[src/hdl/sra_pkg.sv]
// Constants for the receive alarm and status block
package sra_pkg;
	// Microprocessor port
	localparam int         ADDR_W       = 10;
	localparam int         DATA_W       = 8;
	localparam logic [9:0] ALARM0_LIVE  = 10'h3D0;
	localparam logic [9:0] ALARM0_LATCH = 10'h3D1;
	localparam logic [9:0] ALARM1_LIVE  = 10'h3D2;
	localparam logic [9:0] ALARM1_LATCH = 10'h3D3;
	localparam logic [9:0] CTRL_MODE    = 10'h3E1;
	localparam logic [9:0] CTRL_CONCAT  = 10'h3E2;
	localparam logic [7:0] CTRL_RESET   = 8'h00;
	localparam int         SDH_MODE_BIT = 5;
	localparam int         CONCAT2_BIT  = 1;
	localparam int         CONCAT3_BIT  = 2;
	// Timing
	localparam int         CLK_PERIOD_NS = 4;
	localparam int         LOC_TIME_NS   = 1000;
	localparam int         LOS_TIME_US   = 125;
	localparam int         LOC_W         = 9;
	localparam logic [8:0] LOC_CYC       =
		LOC_W'((LOC_TIME_NS + CLK_PERIOD_NS - 1) / CLK_PERIOD_NS);
	localparam int         LOS_CYC_DEF   =
		(LOS_TIME_US * 1000 + CLK_PERIOD_NS - 1) / CLK_PERIOD_NS;
	// Frame persistence counts
	localparam int         FRAME_W      = 4;
	localparam logic [3:0] LAIS_FRAMES  = 4'h5;
	localparam logic [3:0] FERF_FRAMES  = 4'h5;
	localparam logic [3:0] PAIS_FRAMES  = 4'h3;
	localparam logic [3:0] VALID_FRAMES = 4'h3;
	localparam logic [3:0] LOP_FRAMES   = 4'h8;
	localparam logic [3:0] LOM_FRAMES   = 4'h4;
	localparam logic [3:0] APS_MATCH    = 4'h3;
	localparam logic [3:0] APS_WINDOW   = 4'hC;
	// Overhead patterns
	localparam logic [2:0]  K2_AIS     = 3'h7;
	localparam logic [2:0]  K2_RDI     = 3'h6;
	localparam logic [15:0] PTR_AIS    = 16'hFFFF;
	localparam logic [9:0]  PTR_MAX    = 10'h30E;
	localparam logic [1:0]  SS_SDH     = 2'h2;
	localparam logic [3:0]  FLAG_EXACT = 4'h9;
	localparam logic [3:0]  FLAG_ERR_A = 4'h8;
	localparam logic [3:0]  FLAG_ERR_B = 4'h1;
	localparam logic [3:0]  FLAG_ERR_C = 4'hD;
	localparam logic [3:0]  FLAG_ERR_D = 4'hB;
	localparam logic [1:0]  MF_LAST    = 2'h3;
	localparam int          CHANNELS   = 3;
endpackage : sra_pkg

[src/hdl/sra_rx_alarm_status.sv]
// Receive alarm detection with live and latched status registers
// Summary of operation
// - Clock lost after 1000 ns without edges
// - Signal lost on pin, or on idle data while the out-of-frame pin is low
// - Out-of-frame bit follows framer pin
// - Loss-of-frame bit follows framer pin
// - Line AIS: K2 ones, five frames
// - Path AIS: all-ones pointer, three frames
// - Even address live, odd latched, read-clears
// - APS fail: no triple match in 12
// - Pointer lost after eight bad frames
// - Concatenation bits force channel 2/3 pointer loss clear
// - Channel 1 SDH mode checks SS bits
// - Far-end failure: K2 110, five frames
// - Multiframe lost after four H4 misses
// - Multiframe regained on 00,01,10,11 run
// - New data flag: 1001 or one-bit errors
module sra_rx_alarm_status #(
	parameter int LOS_CYC = sra_pkg::LOS_CYC_DEF
) (
	// Clock and reset
	input  wire logic        clock,
	input  wire logic        reset_n,
	// Receive line
	input  wire logic        rx_line_clock_in,
	input  wire logic [7:0]  rx_line_data_in,
	// Framer indications, steady levels
	input  wire logic        framer_signal_lost_pin,
	input  wire logic        framer_out_of_frame_pin,
	input  wire logic        framer_frame_lost_pin,
	// Overhead bytes, valid on frame_strobe
	input  wire logic        frame_strobe,
	input  wire logic [7:0]  k1_byte,
	input  wire logic [7:0]  k2_byte,
	input  wire logic [23:0] h1_bytes,
	input  wire logic [23:0] h2_bytes,
	input  wire logic [23:0] h4_bytes,
	// Microprocessor port
	input  wire logic [9:0]  cpu_addr,
	input  wire logic        cpu_read,
	input  wire logic        cpu_write,
	input  wire logic [7:0]  cpu_wdata,
	output logic      [7:0]  cpu_rdata
);
	localparam int LOS_W = $clog2(LOS_CYC + 1);
	localparam int LOC_W = sra_pkg::LOC_W;

	function automatic logic hit(input logic [9:0] a, input logic [9:0] r);
		hit = (a == r);
	endfunction : hit

	function automatic logic is_new_data(input logic [3:0] f);
		is_new_data = (f == sra_pkg::FLAG_EXACT) ||
			(f == sra_pkg::FLAG_ERR_A) || (f == sra_pkg::FLAG_ERR_B) ||
			(f == sra_pkg::FLAG_ERR_C) || (f == sra_pkg::FLAG_ERR_D);
	endfunction : is_new_data

	function automatic logic [3:0] sat(input logic [3:0] c,
		input logic [3:0] lim);
		sat = (c >= lim) ? lim : c + 4'h1;
	endfunction : sat

	// Line clock and data activity
	logic             clk_prev_q, clk_prev_d;
	logic [7:0]       data_prev_q, data_prev_d;
	logic [LOC_W-1:0] loc_cnt_q, loc_cnt_d;
	logic [LOS_W-1:0] los_cnt_q, los_cnt_d;
	logic             loc_q, loc_d;
	logic             los_data_q, los_data_d;
	logic             los_q, los_d;
	logic             oof_q, oof_d;
	logic             lof_q, lof_d;
	logic             clk_edge;
	logic             data_edge;

	always_comb begin
		clk_edge = rx_line_clock_in != clk_prev_q;
		data_edge = rx_line_data_in != data_prev_q;
		clk_prev_d = rx_line_clock_in;
		data_prev_d = rx_line_data_in;
		loc_cnt_d = clk_edge ? '0 : (loc_cnt_q == sra_pkg::LOC_CYC) ?
			loc_cnt_q : loc_cnt_q + 1'b1;
		loc_d = !clk_edge && (loc_cnt_d == sra_pkg::LOC_CYC);
		los_cnt_d = data_edge ? '0 : (los_cnt_q == LOS_W'(LOS_CYC)) ?
			los_cnt_q : los_cnt_q + 1'b1;
		los_data_d = los_data_q;
		if (data_edge) begin
			los_data_d = 1'b0;
		end else if (los_cnt_d == LOS_W'(LOS_CYC) &&
			!framer_out_of_frame_pin) begin
			los_data_d = 1'b1;
		end
		los_d = framer_signal_lost_pin || los_data_d;
		oof_d = framer_out_of_frame_pin;
		lof_d = framer_frame_lost_pin;
	end

	always_ff @(posedge clock or negedge reset_n) begin
		if (!reset_n) begin
			clk_prev_q <= 1'b0;
			data_prev_q <= 8'h00;
			loc_cnt_q <= '0;
			los_cnt_q <= '0;
			loc_q <= 1'b0;
			los_data_q <= 1'b0;
			los_q <= 1'b0;
			oof_q <= 1'b0;
			lof_q <= 1'b0;
		end else begin
			clk_prev_q <= clk_prev_d;
			data_prev_q <= data_prev_d;
			loc_cnt_q <= loc_cnt_d;
			los_cnt_q <= los_cnt_d;
			loc_q <= loc_d;
			los_data_q <= los_data_d;
			los_q <= los_d;
			oof_q <= oof_d;
			lof_q <= lof_d;
		end
	end

	// Line overhead: K1-K2 alarms
	logic [3:0]  lais_cnt_q, lais_cnt_d, ferf_cnt_q, ferf_cnt_d;
	logic [3:0]  aps_run_q, aps_run_d, aps_win_q, aps_win_d;
	logic        lais_q, lais_d, ferf_q, ferf_d, aps_q, aps_d;
	logic [15:0] k_prev_q, k_prev_d;
	logic        lais_hit, ferf_hit;

	always_comb begin
		lais_hit = k2_byte[2:0] == sra_pkg::K2_AIS;
		ferf_hit = k2_byte[2:0] == sra_pkg::K2_RDI;
		lais_cnt_d = lais_cnt_q;
		ferf_cnt_d = ferf_cnt_q;
		lais_d = lais_q;
		ferf_d = ferf_q;
		aps_run_d = aps_run_q;
		aps_win_d = aps_win_q;
		aps_d = aps_q;
		k_prev_d = k_prev_q;
		if (frame_strobe) begin
			// Count frames disagreeing with the present state
			lais_cnt_d = (lais_hit != lais_q) ? lais_cnt_q + 4'h1 : 4'h0;
			if (lais_cnt_d == sra_pkg::LAIS_FRAMES) begin
				lais_d = !lais_q;
				lais_cnt_d = 4'h0;
			end
			ferf_cnt_d = (ferf_hit != ferf_q) ? ferf_cnt_q + 4'h1 : 4'h0;
			if (ferf_cnt_d == sra_pkg::FERF_FRAMES) begin
				ferf_d = !ferf_q;
				ferf_cnt_d = 4'h0;
			end
			k_prev_d = {k1_byte, k2_byte};
			aps_run_d = ({k1_byte, k2_byte} == k_prev_q) ?
				sat(aps_run_q, sra_pkg::APS_MATCH) : 4'h1;
			if (aps_run_d == sra_pkg::APS_MATCH) begin
				aps_win_d = 4'h0;
				aps_d = 1'b0;
			end else begin
				aps_win_d = sat(aps_win_q, sra_pkg::APS_WINDOW);
				if (aps_win_d == sra_pkg::APS_WINDOW) begin
					aps_d = 1'b1;
				end
			end
		end
	end

	always_ff @(posedge clock or negedge reset_n) begin
		if (!reset_n) begin
			lais_cnt_q <= 4'h0;
			ferf_cnt_q <= 4'h0;
			lais_q <= 1'b0;
			ferf_q <= 1'b0;
			aps_run_q <= 4'h0;
			aps_win_q <= 4'h0;
			aps_q <= 1'b0;
			k_prev_q <= 16'h0000;
		end else begin
			lais_cnt_q <= lais_cnt_d;
			ferf_cnt_q <= ferf_cnt_d;
			lais_q <= lais_d;
			ferf_q <= ferf_d;
			aps_run_q <= aps_run_d;
			aps_win_q <= aps_win_d;
			aps_q <= aps_d;
			k_prev_q <= k_prev_d;
		end
	end

	// Control registers
	logic [7:0] ctrl_mode_q, ctrl_mode_d, ctrl_concat_q, ctrl_concat_d;
	logic [2:0] concat_clr;
	wire logic [2:0] pais, lop, lom;

	assign concat_clr = {ctrl_concat_q[sra_pkg::CONCAT3_BIT],
		ctrl_concat_q[sra_pkg::CONCAT2_BIT], 1'b0};

	// Per-channel path alarms; concatenation clears only the pointer loss of channels 2 and 3
	for (genvar i = 0; i < sra_pkg::CHANNELS; i++) begin : g_ch
		logic [7:0] h1, h2;
		logic [1:0] h4lo;
		logic [9:0] ptr;
		logic       new_data, ais, ss_bad, in_range, valid, flag_ok, seq_ok;
		logic [3:0] valid_run_q, valid_run_d, ais_run_q, ais_run_d;
		logic [3:0] bad_run_q, bad_run_d, miss_q, miss_d, order_q, order_d;
		logic [1:0] h4_prev_q, h4_prev_d;
		logic       pais_q, pais_d, lop_q, lop_d, lom_q, lom_d;

		always_comb begin
			h1 = h1_bytes[8*i +: 8];
			h2 = h2_bytes[8*i +: 8];
			h4lo = h4_bytes[8*i +: 2];
			ptr = {h1[1:0], h2};
			new_data = is_new_data(h1[7:4]);
			ais = {h1, h2} == sra_pkg::PTR_AIS;
			ss_bad = (i == 0) && ctrl_mode_q[sra_pkg::SDH_MODE_BIT] &&
				(h1[3:2] != sra_pkg::SS_SDH);
			in_range = ptr <= sra_pkg::PTR_MAX;
			valid = !new_data && !ais && in_range && !ss_bad;
			flag_ok = new_data && in_range && !ss_bad;
			seq_ok = h4lo == h4_prev_q + 2'h1;
			valid_run_d = valid_run_q;
			ais_run_d = ais_run_q;
			bad_run_d = bad_run_q;
			miss_d = miss_q;
			order_d = order_q;
			h4_prev_d = h4_prev_q;
			pais_d = pais_q;
			lop_d = lop_q;
			lom_d = lom_q;
			if (frame_strobe) begin
				valid_run_d = valid ? sat(valid_run_q, sra_pkg::VALID_FRAMES)
					: 4'h0;
				ais_run_d = ais ? sat(ais_run_q, sra_pkg::PAIS_FRAMES) : 4'h0;
				// All-ones is path AIS, not a pointer loss
				bad_run_d = (!valid && !ais) ?
					sat(bad_run_q, sra_pkg::LOP_FRAMES) : 4'h0;
				if (ais_run_d == sra_pkg::PAIS_FRAMES) begin
					pais_d = 1'b1;
				end else if (flag_ok ||
					valid_run_d == sra_pkg::VALID_FRAMES) begin
					pais_d = 1'b0;
				end
				if (bad_run_d == sra_pkg::LOP_FRAMES) begin
					lop_d = 1'b1;
				end else if (valid_run_d == sra_pkg::VALID_FRAMES) begin
					lop_d = 1'b0;
				end
				h4_prev_d = h4lo;
				miss_d = seq_ok ? 4'h0 : sat(miss_q, sra_pkg::LOM_FRAMES);
				order_d = (h4lo == 2'h0) ? 4'h1 :
					(seq_ok && order_q != 4'h0) ?
					sat(order_q, sra_pkg::LOM_FRAMES) : 4'h0;
				if (lom_q) begin
					lom_d = order_d != sra_pkg::LOM_FRAMES;
				end else begin
					lom_d = miss_d == sra_pkg::LOM_FRAMES;
				end
			end
			if (concat_clr[i]) begin
				lop_d = 1'b0;
			end
		end

		always_ff @(posedge clock or negedge reset_n) begin
			if (!reset_n) begin
				valid_run_q <= 4'h0;
				ais_run_q <= 4'h0;
				bad_run_q <= 4'h0;
				miss_q <= 4'h0;
				order_q <= 4'h0;
				h4_prev_q <= 2'h0;
				pais_q <= 1'b0;
				lop_q <= 1'b0;
				lom_q <= 1'b0;
			end else begin
				valid_run_q <= valid_run_d;
				ais_run_q <= ais_run_d;
				bad_run_q <= bad_run_d;
				miss_q <= miss_d;
				order_q <= order_d;
				h4_prev_q <= h4_prev_d;
				pais_q <= pais_d;
				lop_q <= lop_d;
				lom_q <= lom_d;
			end
		end

		assign pais[i] = pais_q;
		assign lop[i] = lop_q;
		assign lom[i] = lom_q;

		concat_clear_a: assert property (@(posedge clock)
			disable iff (!reset_n) concat_clr[i] |=> !lop_q)
			else $error("pointer loss not forced clear by concatenation");
		lom_regain_a: assert property (@(posedge clock)
			disable iff (!reset_n) $fell(lom_q) |->
			$past(order_q) == 4'h3 && $past(h4lo) == sra_pkg::MF_LAST)
			else $error("multiframe regained without full sequence");
	end

	// Status and control register file
	logic [7:0] live0, live1;
	logic [7:0] prev0_q, prev0_d, prev1_q, prev1_d;
	logic [7:0] latch0_q, latch0_d, latch1_q, latch1_d;
	logic [7:0] rdata_q, rdata_d;
	logic       clr0, clr1;

	assign live0 = {loc_q, los_q, oof_q, lof_q, lais_q, pais};
	assign live1 = {aps_q, lop, ferf_q, lom};
	assign cpu_rdata = rdata_q;

	always_comb begin
		clr0 = cpu_read && hit(cpu_addr, sra_pkg::ALARM0_LATCH);
		clr1 = cpu_read && hit(cpu_addr, sra_pkg::ALARM1_LATCH);
		prev0_d = live0;
		prev1_d = live1;
		// A new entry in the read cycle survives the clear
		latch0_d = (latch0_q & ~{8{clr0}}) | (live0 & ~prev0_q);
		latch1_d = (latch1_q & ~{8{clr1}}) | (live1 & ~prev1_q);
		ctrl_mode_d = ctrl_mode_q;
		ctrl_concat_d = ctrl_concat_q;
		if (cpu_write && hit(cpu_addr, sra_pkg::CTRL_MODE)) begin
			ctrl_mode_d = cpu_wdata;
		end
		if (cpu_write && hit(cpu_addr, sra_pkg::CTRL_CONCAT)) begin
			ctrl_concat_d = cpu_wdata;
		end
		rdata_d = rdata_q;
		if (cpu_read) begin
			rdata_d = hit(cpu_addr, sra_pkg::ALARM0_LIVE) ? live0 :
				clr0 ? latch0_q :
				hit(cpu_addr, sra_pkg::ALARM1_LIVE) ? live1 :
				clr1 ? latch1_q :
				hit(cpu_addr, sra_pkg::CTRL_MODE) ? ctrl_mode_q :
				hit(cpu_addr, sra_pkg::CTRL_CONCAT) ? ctrl_concat_q : 8'h00;
		end
	end

	always_ff @(posedge clock or negedge reset_n) begin
		if (!reset_n) begin
			prev0_q <= 8'h00;
			prev1_q <= 8'h00;
			latch0_q <= 8'h00;
			latch1_q <= 8'h00;
			ctrl_mode_q <= sra_pkg::CTRL_RESET;
			ctrl_concat_q <= sra_pkg::CTRL_RESET;
			rdata_q <= 8'h00;
		end else begin
			prev0_q <= prev0_d;
			prev1_q <= prev1_d;
			latch0_q <= latch0_d;
			latch1_q <= latch1_d;
			ctrl_mode_q <= ctrl_mode_d;
			ctrl_concat_q <= ctrl_concat_d;
			rdata_q <= rdata_d;
		end
	end

	loc_set_a: assert property (@(posedge clock) disable iff (!reset_n)
		(loc_cnt_q == sra_pkg::LOC_CYC - 9'h1 && !clk_edge) |=> loc_q)
		else $error("clock loss not declared");
	loc_clear_a: assert property (@(posedge clock) disable iff (!reset_n)
		clk_edge |=> !loc_q)
		else $error("clock loss not cleared on edge");
	los_pin_a: assert property (@(posedge clock) disable iff (!reset_n)
		framer_signal_lost_pin |=> los_q)
		else $error("signal loss pin not reflected");
	oof_follow_a: assert property (@(posedge clock) disable iff (!reset_n)
		1'b1 |=> oof_q == $past(framer_out_of_frame_pin))
		else $error("out of frame does not follow pin");
	lof_follow_a: assert property (@(posedge clock) disable iff (!reset_n)
		1'b1 |=> lof_q == $past(framer_frame_lost_pin))
		else $error("loss of frame does not follow pin");
	lais_enter_a: assert property (@(posedge clock) disable iff (!reset_n)
		$rose(lais_q) |-> $past(frame_strobe) &&
		$past(lais_cnt_q) == 4'h4 && $past(k2_byte[2:0]) == sra_pkg::K2_AIS)
		else $error("line AIS raised without five frames");
	ferf_enter_a: assert property (@(posedge clock) disable iff (!reset_n)
		$rose(ferf_q) |-> $past(ferf_cnt_q) == 4'h4 &&
		$past(k2_byte[2:0]) == sra_pkg::K2_RDI)
		else $error("far-end failure raised without five frames");
	aps_enter_a: assert property (@(posedge clock) disable iff (!reset_n)
		$rose(aps_q) |-> $past(aps_win_q) == 4'hB)
		else $error("APS failure raised off the window");
	latch_hold_a: assert property (@(posedge clock) disable iff (!reset_n)
		$rose(lais_q) |=> latch0_q[3])
		else $error("latched line AIS not set");
	read_clear_a: assert property (@(posedge clock) disable iff (!reset_n)
		(clr1 && live1 == prev1_q) |=> latch1_q == 8'h00)
		else $error("latched register not cleared by read");
endmodule : sra_rx_alarm_status
[config.mk]
export PLATFORM = sky130hd
export DESIGN_NAME = sra_rx_alarm_status
export DESIGN_NICKNAME = d
export VERILOG_FILES = /design/src/hdl/sra_pkg.sv /design/src/hdl/sra_rx_alarm_status.sv
export SDC_FILE = /design/constraint.sdc
export NUM_CORES = 1
export LEC_CHECK = 0
export BUFFER_PORTS_ARGS = -buffer_cell sky130_fd_sc_hd__buf_4
export CAP_MARGIN = 20
export CELL_PAD_IN_SITES_DETAIL_PLACEMENT = 0
export CELL_PAD_IN_SITES_GLOBAL_PLACEMENT = 1
export CORE_ASPECT_RATIO = 0.9
export CORE_MARGIN = 2
export CORE_UTILIZATION = 49
export CTS_CLUSTER_DIAMETER = 150
export DETAILED_ROUTE_END_ITERATION = 10
export PLACE_DENSITY_LB_ADDON = 0.2
export SYNTH_ARGS = -nofsm -noshare
export SYNTH_HDL_FRONTEND = slang
export SYNTH_SLANG_ARGS = --single-unit
[constraint.sdc]
create_clock -name clock -period 3.5 [get_ports clock]
set_input_delay 0.175 -clock clock [delete_from_list [all_inputs] [get_ports clock]]
set_output_delay 0.175 -clock clock [all_outputs]
set_load 0.05 [all_outputs]
# Yosys cells after proc, flatten, opt, wreduce, memory -nomap -nowiden
# Index checks and enable logic that the tools add are counted.
# totals
ff_bits	204
latchBits	0
ram_bits	0
rom_bits	0
out_inout_bits	8
elab_cells	315
memories	0
# op_classes
add_sub_neg	24
multipliers	0
div	0
magnitude_cmp	20
n_eq_ne	58
shift	0
n_mux	74
bitwise	10
reduce_logical	78
# op_table
operator	n
4-bit 2-to-1 mux	41
4-bit by 1-bit adder with 4-bit output (second input constant)	19
4-bit == test (second input constant)	16
10-bit == test (second input constant)	6
16-bit == test (second input constant)	3
8-bit 2-to-1 mux	6
8-bit AND	4
8-bit NOT	4
15-bit == test (second input constant)	2
10-bit less-or-equal comparator (second input constant)	3
15-bit 2-to-1 mux	2
4-bit by 2-bit == test with 1-bit output (second input constant)	7
4-bit by 2-bit greater-or-equal comparator with 1-bit output (second input constant)	7
4-bit by 3-bit greater-or-equal comparator with 1-bit output (second input constant)	6
1-bit logical AND	24
1-bit 2-to-1 mux	23
4-bit by 3-bit == test with 1-bit output (second input constant)	5
9-bit by 8-bit == test with 1-bit output (second input constant)	2
9-bit 2-to-1 mux	2
2-bit AND reduction	9
16-bit == test	1
4-bit greater-or-equal comparator (second input constant)	4
1-bit logical OR	16
8-bit OR	2
15 further kinds	50

# Logic depth before layout (Yosys ltp)
# logic_depth
depth_word	15
mapped_depth	8
ltp_nobuf	8

# Least setup slack after synthesis
# Ideal clock, no wire load.
# synth_timing
path_type	register -> register
from	register los_cnt_q[0]
to	register los_q
setup_ps	124
t_arrival_ps	2181
path_slack_ps	1195
stages_incl_launch_ff	9
path_buffers	0
path_cell_list	dfrtp_1 -> inv_1 -> ha_1 -> or4b_1 -> or4_4 -> or3_1 -> nand4b_1 -> nor4_2 -> a211o_1
# synth_via
elab_chain_cells	8
# synth_lines
item	line_no	text
start, declared	sra_rx_alarm_status.sv:67	logic [LOS_W-1:0] los_cnt_q, los_cnt_d;
start signal, assigned	sra_rx_alarm_status.sv:113	los_cnt_q <= los_cnt_d;
15-bit by 1-bit adder with 15-bit output / 15-bit == test (equally long branches)	sra_rx_alarm_status.sv:85, sra_rx_alarm_status.sv:84	
15-bit 2-to-1 mux * (2 in series)	sra_rx_alarm_status.sv:84	los_cnt_d = data_edge ? '0 : (los_cnt_q == LOS_W'(LOS_CYC)) ?
15-bit == test *	sra_rx_alarm_status.sv:89	end else if (los_cnt_d == LOS_W'(LOS_CYC) &&
1-bit logical AND *	sra_rx_alarm_status.sv:89	
1-bit 2-to-1 mux *	sra_rx_alarm_status.sv:89	
1-bit 2-to-1 mux *	sra_rx_alarm_status.sv:87	if (data_edge) begin
1-bit logical OR *	sra_rx_alarm_status.sv:93	los_d = framer_signal_lost_pin || los_data_d;
net los_d	sra_rx_alarm_status.sv:70	logic los_q, los_d;
end signal, assigned	sra_rx_alarm_status.sv:116	los_q <= los_d;
end, declared	sra_rx_alarm_status.sv:70	
# Mark *: on every way through the listed nets, which the timed path passes. The rest lies on a longest branch.
# A chain may end at the register's enable or synchronous reset.

# Worst setup path in the final report
# Ends and elaborated chain as after synthesis.

==> flow_metrics.tcl <==
set metrics [dict create \
    outcome "finished, final reports clean" \
    fin_area_um2 12000 \
    syn-cell-area_um2 9770 \
    cp_top_family "simple AND/OR/NAND/NOR gates" \
    post-route-util_pct 62.0 \
    setup_viol 0 \
    worstMarginPinSlew_ns 0.888 \
    ys.flop_type "dfrtp_1" \
    hold_class "in2reg" \
    dp_slack_ns 1.06 \
    path_cells "inv_1, ha_1, or4b_1, or4_4, or3_1, nand4b_1, nor4_2, a211o_1" \
    start_util_pct 50.5 \
    syn_inst 931 \
    slew_headroom_pct 40.8 \
    die_w_um 153 \
    grt_remaining_overflow 0 \
    start_kind "register" \
    synth.distinct_cells 64 \
    io_pins 131 \
    swShare_pct 26.4 \
    fp-row-count 48 \
    die-area_um2 21100 \
    critPathMaxFanout 6 \
    p_total_mw 6.01 \
    ys_seq_area_share_pct 52.2 \
    grt_max_degree 114 \
    ant_nets 0 \
    crit_slowest_cell "or4_4" \
    leakage_nw 5.34 \
    design.core.area_um2 19300 \
    nFillCells 1619 \
    dp_cells 1267 \
    cts_inserted_buffers 22 \
    gp_congestion 0.789 \
    cts_sinks 204 \
    slew_viol_final 0 \
    io_buffers 112 \
    r2r-start "los_cnt_q[0]$_DFF_PN0_" \
    grt_usage_pct 19.6 \
    cts_tree "done" \
    powerDensity_nw_per_um2 502 \
    post_cts_resize_count 0 \
    p_int_mw 4.42 \
    place_hpwl_um 13800 \
    clkPwrFrac_pct 37.1 \
    route.met3.wl_um 864 \
    wl_per_cell_um 15.1 \
    first_pass_iters 5 \
    synth_nets 1083 \
    synth_area_per_cell_um2 10.5 \
    critPathBufInv 1 \
    drive_above_1_share_pct 19.0 \
    met1_length_um 9770 \
    layout_setup_ws_ns 1.04 \
    via_per_inst 5.39 \
    hold_violations 0 \
    placedInstanceArea_um2 10900 \
    cts.clk_slew.worst_paths_ns 0.06 \
    via_count 7263 \
    clock_path_buffers 3 \
    skew_ns 0.0111 \
    seq_power_share_pct 47.2 \
    dr_wl_met2_um 9400 \
    synth_seq_cells 204 \
    first_iter_violations 379 \
    holdWs_ns 0.129 \
    yosysWarnings 0 \
    cts_root_buffer "clkbuf_16" \
    reg2reg_slack_ns 1.04 \
    worstPathRequired_ns 3.87 \
    htreeDepth 1 \
    remaining_drc_errors 0 \
    crit_path_end_kind "register" \
    irDropWorstVdd_mv 0.356 \
    drt_wl_total_um 20300 \
    combPwrFrac_pct 15.7 \
    p_switching_mw 1.59 \
    top_signal_layer_used "met4" \
    finalWorstPathRequiredPeriod_ns 2.46 \
    worstSetupStartpoint "los_cnt_q[0]$_DFF_PN0_" \
    grt_pass1_vias 7028 \
    antenna_found_initial 0 \
    rsz0062_at_grt "no" \
    cp.arrival_ns 2.84 \
    drv_cap 0 \
    synthArstFlopShare_pct 100 \
    final.setup.tns_ns 0 \
    area_growth_pct 22.6 \
    final_cells 1347 \
    final_cell_mix "dfrtp_1, buf_4, nor2_1, o21ai_0, inv_1" \
    fmax_mhz 406 \
    worstHoldStart "h2_bytes[22]" \
    die_h_um 138 \
    fin_crit_sh_pct 70.4 \
    synth_edf_count 0 \
    crit_type "reg2reg" \
    fin_nets 1236 \
    final_common_cell "dfrtp_1" \
    clk_latency_ns 0.50 \
    max_stage_delay_ns 0.46 \
    n_antenna_cell 0 \
    grt_pass1_wl_um 34500 \
]
-- power groups by stage --
stage	logic (mW)	clock network (mW)	registers, mW
finish	0.942	2.23	2.84
global route	1.08	2.38	2.88
detailed placement	0.909	0	2.88
global placement	0.888	0	2.87
CTS	0.954	2.28	2.84
floorplan	0.600	0	2.84
-- layer usage --
layer	vias to the layer above	track usage [%]
met5	-	0
li1	3609	-
met3	21	3.03
met4	0	4.12
met1	3495	28.5
met2	138	31.7
-- tightest hold or removal path, stage by stage --
cell	delay, ns
buf_4	0.11
nand4_1	0.08
nor4_1	0.08
o21ai_0	0.07
mux2i_1	0.07
-- what timing repair did --
| item | in CTS | in global routing |
|---|---|---|
| buffers inserted | 0 | 0 |
| setup endpoints to repair | 0 | 0 |
| hold buffers | 43 | 0 |
| hold endpoints to repair | 161 | 0 |
-- sequential cells by signal, summed over array words and instances (netlist names), 6 cells and up --
name              count
g_ch.h4_prev_q        6
latch0_q              8
k_prev_q             16
prev1_q               8
g_ch.miss_q          12
g_ch.bad_run_q       12
los_cnt_q            15
g_ch.ais_run_q       12
loc_cnt_q             9
ctrl_concat_q         8
prev0_q               8
ctrl_mode_q           8
g_ch.valid_run_q     12
data_prev_q           8
cpu_rdata             8
latch1_q              8
g_ch.order_q         12
-- final cells by class --
class | count | area [µm²] | area share (%)
clock buffers | 34 | 647 | 5.40
multi-input cells | 636 | 4320 | 36.0
repair buffers | 162 | 1340 | 11.2
inverters | 58 | 218 | 1.82
well taps | 250 | 313 | 2.61
clock inverters | 3 | 40.0 | 0.334
flip-flops and latches | 204 | 5100 | 42.6
-- cells by family after synthesis --
kind of cell | Yosys count | share of synthesized area [%]
multiplexers | 52 | 5.86
buffers and inverters | 91 | 3.62
AND/OR/NAND/NOR | 321 | 17.8
flip-flops | 204 | 52.2
AO/OA/AOI/OAI | 180 | 12.0
XOR/XNOR | 54 | 4.84
adder cells (fa/ha/maj) | 29 | 3.71
-- synth_stat cells (all sizes together) (26+ instances only) --
cell | instances | share of area [%]
a21oi | 29 | 1.5
ha | 29 | 3.7
inv | 58 | 2.2
o21ai | 64 | 3.3
nand4 | 26 | 1.7
dfrtp | 204 | 52
mux2 | 42 | 4.8
nand3 | 28 | 1.4
nor2b | 43 | 2.8
nand2 | 50 | 1.9
xnor2 | 45 | 4.0
nor2 | 70 | 2.7
-- path summary, 6_finish.rpt --
| path | end | depth (start not counted) |
|---|---|---|
| worst max-delay path | los_q$_DFF_PN0_ | 8 |
| worst min-delay path | g_ch[2].ais_run_q[0]$_DFFE_PN0P_ | 5 |
| worst max register to register | los_q$_DFF_PN0_ | 8 |
| worst min register to register | latch1_q[3]$_DFF_PN0_ | 1 |
| max in group asynchronous | prev0_q[4]$_DFF_PN0_ | 3 |
| min in group asynchronous | g_ch[0].h4_prev_q[0]$_DFFE_PN0P_ | 2 |
(Power assumes the default switching activity.)
